## config.mk

```make
export PLATFORM = sky130hd
export DESIGN_NAME = tlih_handler
export DESIGN_NICKNAME = d
export VERILOG_FILES = /design/src/rtl/tlih_pkg.sv /design/src/rtl/tlih_pin_sense.sv /design/src/rtl/tlih_handler.sv
export SDC_FILE = /design/constraint.sdc
export NUM_CORES = 1
export LEC_CHECK = 0
export ABC_CLOCK_PERIOD_IN_PS = 5000
export BUFFER_PORTS_ARGS = -buffer_cell sky130_fd_sc_hd__buf_4
export CORE_MARGIN = 2
export CORE_UTILIZATION = 48
export CTS_CLUSTER_SIZE = 40
export DETAILED_ROUTE_END_ITERATION = 16
export PLACE_DENSITY_LB_ADDON = 0.25
export SETUP_SLACK_MARGIN = 0.15
export SLEW_MARGIN = 0
export SYNTH_ARGS = -nofsm -noshare
export SYNTH_HDL_FRONTEND = slang
export SYNTH_SLANG_ARGS = --single-unit
```

## constraint.sdc

```tcl
create_clock -name clock -period 5 [get_ports clock]
set_input_delay 0.75 -clock clock [delete_from_list [all_inputs] [get_ports clock]]
set_output_delay 0.75 -clock clock [all_outputs]
set_load 0.01 [all_outputs]
```

## src/rtl/tlih_pkg.sv

```systemverilog
/*
 * Constants for the two-level interrupt handler: source count, source order,
 * vector addresses and timing of the call sequence.
 * Assumes a single system clock at 20 MHz and an active-low async reset.
 */
package tlih_pkg;
    localparam int NUM_SRC = 12;
    localparam int SRC_W = 4;
    localparam int VEC_W = 16;
    // Source positions in fixed order, 0 wins among equals
    localparam logic [SRC_W-1:0] SRC_PIN_A = 4'h0;
    localparam logic [SRC_W-1:0] SRC_PIN_B = 4'h2;
    // Vector = base + index * stride
    localparam logic [VEC_W-1:0] VEC_BASE = 16'h0003;
    localparam logic [VEC_W-1:0] VEC_STRIDE = 16'h0008;
    // Reset values
    localparam logic [NUM_SRC-1:0] PRIO_RESET = 12'h000;
    localparam logic [NUM_SRC-1:0] ENABLE_RESET = 12'h000;
    // Timing: one detect cycle, then a four-cycle long call
    localparam int CLK_HZ = 20000000;
    localparam int DETECT_CYCLES = 1;
    localparam int CALL_CYCLES = 4;
    localparam int RESPONSE_CYCLES = DETECT_CYCLES + CALL_CYCLES;
    localparam logic [2:0] CALL_LAST = 3'(CALL_CYCLES - 1);
    typedef enum {ST_RUN, ST_CALL, ST_RETI_WAIT} tlih_state_t;
endpackage

```

## src/rtl/tlih_pin_sense.sv

```systemverilog
/*
 * Sense logic for one external interrupt pin: polarity, edge or level mode.
 * Assumes the pin is already synchronous to the clock.
 */
module tlih_pin_sense
(
    input wire logic clock,        // System clock
    input wire logic rst_n,        // Async reset, active low
    input wire logic pin,          // Assigned port pin, sampled only
    input wire logic polarity,     // 1 active high, 0 active low
    input wire logic triggerEdge,  // 1 edge, 0 level
    output logic active,           // Level seen at selected polarity
    output logic edgeSeen          // One-cycle pulse on active edge
);
    logic prevActive;

    // ************************************************************
    // Polarity and edge detection
    // ************************************************************
    assign active = (pin == polarity);
    assign edgeSeen = triggerEdge & active & ~prevActive;

    always_ff @(posedge clock or negedge rst_n)
    begin
        if (!rst_n)
            prevActive <= 1'b0;
        else
            prevActive <= active;
    end
endmodule

```

## src/rtl/tlih_handler.sv

```systemverilog
/*
 * Two-level interrupt handler: pending flags, enables, priority arbitration,
 * vector call request, return handling and preemption.
 * Assumes the core pulses instrDone at each instruction end, retiDone when a
 * return-from-interrupt finishes, and callAck on each cycle of the long call.
 */
module tlih_handler
    import tlih_pkg::*;
#(
    parameter int NSRC = tlih_pkg::NUM_SRC
)
(
    input wire logic clock,                          // System clock
    input wire logic rst_n,                          // Async reset, active low
    input wire logic [NSRC-1:0] srcEvent,            // Peripheral valid-condition pulses
    input wire logic [NSRC-1:0] hwClearOnVector,     // Flags cleared when vectored
    input wire logic [NSRC-1:0] swFlagSet,           // Software write of one to a flag
    input wire logic [NSRC-1:0] swFlagClear,         // Software write of zero to a flag
    input wire logic global_irq_enable,              // Global enable bit
    input wire logic globalEnableClearing,           // Instruction clearing global enable
    input wire logic nextIsSingleCycle,              // Following instruction is one cycle
    input wire logic [NSRC-1:0] sourceEnable,        // Individual enables, fixed order
    input wire logic [NSRC-1:0] sourcePriority,      // 1 high, fixed order
    input wire logic ext_irq_pin_a,                  // Pin for first external input
    input wire logic ext_irq_pin_b,                  // Pin for second external input
    input wire logic pin0_trigger_select,            // 1 edge, 0 level
    input wire logic pin1_trigger_select,            // 1 edge, 0 level
    input wire logic pin0_polarity,                  // 1 active high
    input wire logic pin1_polarity,                  // 1 active high
    input wire logic instrDone,                      // Current instruction completes
    input wire logic retiDone,                       // Return instruction completes
    input wire logic callAck,                        // Core running a call cycle
    output logic irqRequest,                         // Request to the core
    output logic callStart,                          // Pulse: begin long call now
    output logic [tlih_pkg::VEC_W-1:0] callVector,   // Address to call
    output logic [tlih_pkg::SRC_W-1:0] callSource,   // Source being served
    output logic [NSRC-1:0] pendingFlag,             // Pending flags
    output logic inHighHandler,                      // High handler running
    output logic inLowHandler                        // Low handler running
);
    logic [NSRC-1:0] next_pending;
    logic [NSRC-1:0] extEvent;
    logic [NSRC-1:0] levelMask;
    logic [NSRC-1:0] levelValue;
    logic [NSRC-1:0] vectorClear;
    logic [NSRC-1:0] gated;
    logic pinAActive;
    logic pinBActive;
    logic pinAEdge;
    logic pinBEdge;
    logic winValid;
    logic winHigh;
    logic [SRC_W-1:0] winIdx;
    logic gateOpen;
    logic allowed;
    logic takeNow;
    logic [NSRC-1:0] prioLevel;
    logic [2:0] callCount;
    tlih_state_t state;

    // ************************************************************
    // External pin sensing
    // ************************************************************
    tlih_pin_sense pinA
    (
        .clock(clock),
        .rst_n(rst_n),
        .pin(ext_irq_pin_a),
        .polarity(pin0_polarity),
        .triggerEdge(pin0_trigger_select),
        .active(pinAActive),
        .edgeSeen(pinAEdge)
    );

    tlih_pin_sense pinB
    (
        .clock(clock),
        .rst_n(rst_n),
        .pin(ext_irq_pin_b),
        .polarity(pin1_polarity),
        .triggerEdge(pin1_trigger_select),
        .active(pinBActive),
        .edgeSeen(pinBEdge)
    );

    // ************************************************************
    // Pending flags
    // ************************************************************
    always_comb
    begin
        extEvent = '0;
        levelMask = '0;
        levelValue = '0;
        extEvent[SRC_PIN_A] = pinAEdge;
        extEvent[SRC_PIN_B] = pinBEdge;
        levelMask[SRC_PIN_A] = ~pin0_trigger_select;
        levelMask[SRC_PIN_B] = ~pin1_trigger_select;
        levelValue[SRC_PIN_A] = pinAActive;
        levelValue[SRC_PIN_B] = pinBActive;
    end

    genvar g;
    generate
        for (g = 0; g < NSRC; g++)
        begin : flagBit
            always_comb
            begin
                vectorClear[g] = callStart && (callSource == SRC_W'(g))
                    && hwClearOnVector[g];
                if (levelMask[g])
                    next_pending[g] = levelValue[g] | swFlagSet[g];
                else if (srcEvent[g] | extEvent[g] | swFlagSet[g])
                    next_pending[g] = 1'b1;
                else if (swFlagClear[g] | vectorClear[g])
                    next_pending[g] = 1'b0;
                else
                    next_pending[g] = pendingFlag[g];
            end
        end
    endgenerate

    always_ff @(posedge clock or negedge rst_n)
    begin
        if (!rst_n)
            pendingFlag <= '0;
        else
            pendingFlag <= next_pending;
    end

    // ************************************************************
    // Priority levels
    // ************************************************************
    // Registered copy so that every source starts at the low level
    always_ff @(posedge clock or negedge rst_n)
    begin
        if (!rst_n)
            prioLevel <= NSRC'(PRIO_RESET);
        else
            prioLevel <= sourcePriority;
    end

    // ************************************************************
    // Arbitration: high level first, then fixed order
    // ************************************************************
    assign gated = pendingFlag & sourceEnable;

    always_comb
    begin
        winValid = 1'b0;
        winHigh = 1'b0;
        winIdx = '0;
        for (int i = NSRC - 1; i >= 0; i--)
        begin
            if (gated[i] && prioLevel[i])
            begin
                winValid = 1'b1;
                winHigh = 1'b1;
                winIdx = SRC_W'(i);
            end
        end
        if (!winValid)
        begin
            for (int i = NSRC - 1; i >= 0; i--)
            begin
                if (gated[i])
                begin
                    winValid = 1'b1;
                    winIdx = SRC_W'(i);
                end
            end
        end
    end

    // Late clear of global enable still lets a call through before a 1-cycle op
    assign gateOpen = global_irq_enable
        | (globalEnableClearing & nextIsSingleCycle);
    // Preemption: only high over running low; nothing over high
    assign allowed = !inHighHandler && (winHigh || !inLowHandler);
    // A return's own edge never starts a call; the next instruction end may
    assign takeNow = gateOpen && winValid && allowed && instrDone && !retiDone
        && (state == ST_RUN || state == ST_RETI_WAIT);

    // ************************************************************
    // Request and call sequencing
    // ************************************************************
    always_ff @(posedge clock or negedge rst_n)
    begin
        if (!rst_n)
            irqRequest <= 1'b0;
        else
            irqRequest <= gateOpen && winValid && allowed;
    end

    always_ff @(posedge clock or negedge rst_n)
    begin
        if (!rst_n)
            state <= ST_RUN;
        else
        begin
            case (state)
                ST_RUN:
                begin
                    if (retiDone)
                        state <= ST_RETI_WAIT;
                    else if (takeNow)
                        state <= ST_CALL;
                end
                ST_CALL:
                begin
                    if (callAck && callCount == CALL_LAST)
                        state <= ST_RUN;
                end
                ST_RETI_WAIT:
                begin
                    // The one instruction after a return may end straight in a call
                    if (takeNow)
                        state <= ST_CALL;
                    else if (instrDone)
                        state <= ST_RUN;
                end
                default:
                    state <= ST_RUN;
            endcase
        end
    end

    always_ff @(posedge clock or negedge rst_n)
    begin
        if (!rst_n)
        begin
            callStart <= 1'b0;
            callVector <= '0;
            callSource <= '0;
        end
        else
        begin
            callStart <= takeNow;
            if (takeNow)
            begin
                callSource <= winIdx;
                callVector <= VEC_BASE + VEC_W'(winIdx) * VEC_STRIDE;
            end
        end
    end

    // Counts the acknowledged cycles of the long call
    always_ff @(posedge clock or negedge rst_n)
    begin
        if (!rst_n)
            callCount <= '0;
        else if (takeNow)
            callCount <= '0;
        else if (state == ST_CALL && callAck)
            callCount <= callCount + 3'h1;
    end

    // ************************************************************
    // Active handler levels
    // ************************************************************
    always_ff @(posedge clock or negedge rst_n)
    begin
        if (!rst_n)
        begin
            inHighHandler <= 1'b0;
            inLowHandler <= 1'b0;
        end
        else if (callStart)
        begin
            if (prioLevel[callSource])
                inHighHandler <= 1'b1;
            else
                inLowHandler <= 1'b1;
        end
        else if (retiDone)
        begin
            if (inHighHandler)
                inHighHandler <= 1'b0;
            else
                inLowHandler <= 1'b0;
        end
    end
endmodule

```

After elaboration in Yosys (flattened, before gate mapping)
Cells that the tools add are included.
W data, S select, Z words.

cells by class
  add/subtract/negate cells = 2
  order comparisons = 1
  eq/ne operators = 26
  muxes and demuxes = 93
  bitwise operators = 37
  reductions and logical operators = 67

operators by type and width
  cell                   number
  $mux W32               5
  $mux W4                25
  $pmux W32 S3           1
  $eq A32 B2 Y1 const B  2
  $logic_not A32 Y1      2
  $mux W1                59
  $logic_and A1 B1 Y1    44
  $eq A32 B1 Y1 const B  1
  $eq A32 B3 Y1 const B  1
  $or A1 B1 Y1           29
  $reduce_bool A2 Y1     12
  $eq A4 B3 Y1 const B   4
  $eq A4 B4 Y1 const B   4
  $and A12 B12 Y12       1
  $add A2 B7 Y8 const A  1
  $eq A4 B2 Y1 const B   2
  $mux W3                2
  $ne A2 B2 Y1 const B   3
  $ne A3 B1 Y1 const B   2
  $ne A3 B3 Y1 const B   2
  $reduce_and A3 Y1      2
  $and A1 B1 Y1          5
  $lt A4 B5 Y1 const B   1
  $bmux W1 S4            1
  other kinds (10)       15

storage, ports and cells
  register bits after elaboration = 85
  input port bits = 86
  output and inout port bits = 36
  word-level logic and storage cells = 249

Logic depth before layout (Yosys ltp)
  depth in word-level cells = 28
  gate-level depth with buffers = 6
  mapped depth without buffers = 6

Hierarchy
Synthesis repeated with hierarchy kept, for this count alone.

unflattened totals
  cells, all modules = 221
  area total of the unflattened synthesis = 2250.9 um2

modules (own cells, without submodules)
  module          instances  cells each  area each (um2)  seq. area each (um2)
  tlih_handler    1          215         2165.8           950.9
  tlih_pin_sense  2          3           42.5             25.0

Worst setup path before layout
Ideal clock, no wire load.

  kind = input-to-reg
  start = input port sourceEnable[8]
  end = register callSource[2] (netlist name)
  setup time = 0.125 ns
  data arrival time = 2.056 ns
  data required time = 4.875 ns
  slack = 2.819 ns
  cell stages on the path = 6
  path buffers = 0
  cells stage by stage = and2_1 > a2111oi_4 > nand4_4 > nor2_2 > nor4_4 > mux2_4

between the ends
  elaborated cells on any way between the ends = 50
  those cells by class = mux (41); bitwise (1); reduce/logical (8)

RTL lines
  item                                           RTL line                                  source
  start: declaration                             tlih_handler.sv:22                        input wire logic [NSRC-1:0] sourceEnable,
  $and A12 B12 Y12 *                             tlih_handler.sv:145                       assign gated = pendingFlag & sourceEnable;
  $logic_and A1 B1 Y1                            tlih_handler.sv:154                       if (gated[i] && prioLevel[i])
  $mux W1 (9 in a row)                           tlih_handler.sv:154
  $mux W1 or $logic_or A1 B1 Y1 (tied branches)  tlih_handler.sv:161, tlih_handler.sv:178
  $logic_and A1 B1 Y1 (on tied branches)         tlih_handler.sv:180, tlih_handler.sv:178
  $logic_and A1 B1 Y1 * (3 in a row)             tlih_handler.sv:180                       assign takeNow = gateOpen && winValid && allowed && instrDone && !retiDone
  $logic_and A1 B1 Y1 *                          tlih_handler.sv:181                       && (state == ST_RUN || state == ST_RETI_WAIT);
  net takeNow                                    tlih_handler.sv:56                        logic takeNow;
  end signal: assignment                         tlih_handler.sv:240                       callSource <= winIdx;
  end: declaration                               tlih_handler.sv:36                        output logic [tlih_pkg::SRC_W-1:0] callSource,

Mark *: on every way through the listed nets, which the timed path passes. The rest lies on a longest branch.
A chain may end at the register's enable or synchronous reset.

Worst setup path in the final report
  start = input port sourceEnable[5]
  end = register callSource[0] (netlist name)

between the ends
  elaborated cells on any way between the ends = 41
  those cells by class = mux (32); bitwise (1); reduce/logical (8)

RTL lines
  item                                           RTL line
  $and A12 B12 Y12 *                             tlih_handler.sv:145
  $logic_and A1 B1 Y1                            tlih_handler.sv:154
  $mux W1 (6 in a row)                           tlih_handler.sv:154
  $mux W1 or $logic_or A1 B1 Y1 (tied branches)  tlih_handler.sv:161, tlih_handler.sv:178
  $logic_and A1 B1 Y1 (on tied branches)         tlih_handler.sv:180, tlih_handler.sv:178
  $logic_and A1 B1 Y1 * (3 in a row)             tlih_handler.sv:180
  $logic_and A1 B1 Y1 *                          tlih_handler.sv:181
  net takeNow                                    tlih_handler.sv:56

Marked as above.

==> key figures <==
Run status
  • Status: complete, no violations

Min path
  • Hold/Removal Path Class: in -> async

Critical path
  • Crit-path max cell delay: 0.51 ns
  • CP required: 5.19 ns
  • CP Cell Sequence: buf_4 > a22oi_1 > nor4bb_1 > a21oi_2 > nor2_2 > nor4_4 > mux2_4
  • Critical setup path kind: in -> reg
  • CP top delay family: simple AND/OR/NAND/NOR gates
  • WP data arrival: between 2 and 2.5 ns
  • CP max-delay cell: nor4bb_1
  • CP Launch Type: primary input
  • WP buf/inv: 1
  • Endpoint class of the critical path: flop
  • Worst-path maximum fanout: 10

Power and ir drop
  • Logic pwr share: 0.336
  • Switching share of power: 0.3339
  • Clock power share: 0.220
  • Internal power: 0.6794 mW
  • LEAKAGE: roughly 1.5 nW
  • Flop pwr share: 0.444
  • VDD IR-drop max: approximately 0.18 mV
  • Sw Pwr: 0.3406 mW
  • Power per cell area: roughly 330 nW/um^2

Placement
  • Detailed-placement wirelength estimate: ~4700 um
  • GPL Wtd Cong: roughly 0.93
  • Port bufs: 111
  • DP Area: 3020 um^2

Timing
  • Final Hold Viols: 0
  • Worst slew margin: 0.5222
  • Setup TNS: 0 ns
  • Max Freq: roughly 0.46 GHz
  • Post-layout min period: around 2.2 ns
  • Clock Skews: 0.006243 ns
  • Worst-margin pin slew: approximately 0.7 ns
  • Max-slew violations: 0
  • RSZ-0062 raised after global routing: false
  • Final period utilization: 0.4369
  • Setup violators final: 0

Floorplanning
  • Die height: between 70 and 80 um
  • Die area: 5170 um^2
  • Starting Density: 0.5049
  • Core ar.: roughly 4400 um^2
  • Rows: 24
  • Die Wd: roughly 72 um
  • Top Ports: 122

Logic synthesis
  • Number of enable flip-flop cells after synthesis: 0
  • Ys flop type: dfrtp_1
  • Yosys warns: 0
  • Synth Cell Area: between 2000 and 2500 um^2
  • Post-synthesis sequential area ratio: 0.4522
  • Synthesized area per cell: ~10 um^2
  • Post-Syn Instances: roughly 210
  • #FFs+latches synth: 40
  • Async set-reset flop share out of synthesis: 1.000
  • Synth unique cells: 48

Route
  • Via count: about 2100
  • Drt first pass iters: 4
  • # DRC: 0
  • DRT antenna net count: 0
  • WL/cell: 15.57 um
  • DRT iter0 DRCs: between 100 and 150
  • DRT Wirelength: roughly 5900 um
  • Via/cell ratio: around 5.5

Clock network
  • Sink Count: 40
  • CTS clk-pin slew, worst paths: roughly 0.080 ns
  • CTS max path bufs: 2
  • Post-CTS Setup Bufs: 0
  • Root buffer cell: clkbuf_8
  • CTS H-tree depth: 2
  • CTS tree: yes
  • # hold bufs at CTS: 0
  • Worst-Skew Late Latency: ~0.30 ns
  • Cts bufs inserted: 5
  • CTS resizes: 0

Global route
  • Gr busiest metal: met2
  • First-pass GRT wire length: approximately 9300 um
  • Largest net degree at the start of global routing: 41
  • Vias in the first global route: roughly 2100
  • Global Route met1 Usage: 0.2946
  • Met2 usage: 0.3961
  • Initial antenna violation count: 0
  • All-Layer GR Usage: 0.2366
  • Global Route met3 Usage: 0.06389
  • Final global-route overflow total: 0

Finish
  • Final net count: 411
  • Commonest non-fill, non-tap cell in the layout: buf_4
  • P&R area growth vs syn: 40.70%
  • Commonest non-fill, non-tap cells in the layout: buf_4, dfrtp_1, nand2_1, inv_1, nand3_1
  • Fin area: 3114 um^2
  • Ratio of cells with drive above 1 in the final layout: 0.4167
  • # diodes: 0

Flow run
  • Max cap viols: 0
-- power by group through the flow --
stage / logic, mW / registers [mW] / clock network (mW)
after global routing: 0.376 / 0.461 / 0.245
final: 0.343 / 0.453 / 0.224
after global placement: 0.338 / 0.457 / 0
after CTS: 0.346 / 0.453 / 0.229
after floorplan: 0.221 / 0.431 / 0
after detailed placement: 0.344 / 0.459 / 0
-- synth_stat cells, types with 2 or more instances --
| library cell | instances | share of area |
|---|---|---|
| xnor2_1 | 2 | 0.0079 |
| clkbuf_1 | 2 | 0.0034 |
| nand3_1 | 14 | 0.032 |
| dfrtp_1 | 40 | 0.45 |
| nand2_1 | 20 | 0.034 |
| o21ai_0 | 6 | 0.014 |
| and3_1 | 4 | 0.011 |
| buf_4 | 15 | 0.051 |
| nor2_1 | 7 | 0.012 |
| a21o_1 | 2 | 0.0068 |
| nand4_1 | 7 | 0.020 |
| a311o_1 | 10 | 0.045 |
| ha_1 | 2 | 0.011 |
| mux4_2 | 3 | 0.031 |
| a21oi_1 | 7 | 0.016 |
| a31oi_1 | 4 | 0.011 |
| mux2_4 | 4 | 0.027 |
| and2_1 | 4 | 0.011 |
| nor2b_1 | 6 | 0.017 |
| a22oi_1 | 3 | 0.010 |
| inv_1 | 16 | 0.027 |
| a311oi_1 | 3 | 0.012 |
| nor3_1 | 5 | 0.011 |
| a22o_1 | 3 | 0.012 |
| mux2i_1 | 2 | 0.0090 |
-- sequential cells by signal, summed over array words and instances (netlist names) --
name             count
inHighHandler        1
irqRequest           1
state                2
prioLevel           12
pendingFlag         12
callStart            1
inLowHandler         1
callVector           1
callCount            3
pinB.prevActive      1
pinA.prevActive      1
callSource           4
-- path summary, 6_finish.rpt --
path	start	to	slack, ns	cells past startpoint
max in group asynchronous	rst_n	pendingFlag[9]$_DFFE_PN0P_	4.23	1
setup reg to reg	pendingFlag[5]$_DFFE_PN0P_	callSource[0]$_DFFE_PN0P_	2.93	6
min in group clock	state[0]$_DFFE_PN0P_	state[1]$_DFFE_PN0P_	0.45	1
setup / recovery	sourceEnable[5]	callSource[0]$_DFFE_PN0P_	2.82	7
hold reg to reg	state[0]$_DFFE_PN0P_	state[1]$_DFFE_PN0P_	0.45	1
hold / removal	rst_n	pinB.prevActive$_DFF_PN0_	0.42	1
-- per-layer routing --
metal / share of wire / vias to the layer above
met4: 0.025 / 0
met3: 0.086 / 16
met5: 0 / -
li1: - / 982
met1: 0.39 / 970
met2: 0.50 / 110
-- cell families (layout without fill, tap and decap cells) --
kind of cell,count (synthesis),after routing,share of synthesized area
compound gates,49,49,0.1781
flops,40,40,0.4522
mux,9,9,0.06670
other cells,1,10,0.001694
fa+ha+maj,2,2,0.01130
buf+inv,34,135,0.08366
simple gates,76,76,0.1945
xor+xnor,3,3,0.01187
-- metrics by stage --
stage / setup slack (ns) / total power [mW] / hold WS (ns) / std cells / utilization
final: 2.815 / 1.020 / 0.4222 / 376 / 0.7103
after global routing: 2.701 / 1.082 / 0.4585 / 376 / 0.7103
after CTS: 2.827 / 1.027 / 0.4373 / 376 / 0.7103
after detailed placement: 2.520 / 0.8035 / 0.4394 / 368 / 0.6889
after global placement: 2.605 / 0.7956 / 0.4273 / 368 / 0.6889
after floorplan: 2.819 / 0.6516 / 0.4110 / 223 / -
-- layout make-up --
type	instances	area, um^2
Tap cell	52	65.06
Timing Repair Buffer	111	833.3
Multi-Input combinational cell	149	1061
Clock buffer	7	86.33
Clock inverter	1	7.507
Sequential cell	40	1001
Fill cell	344	1270
Inverter	16	60.06
No activity file was read; power rests on OpenSTA's default activity.
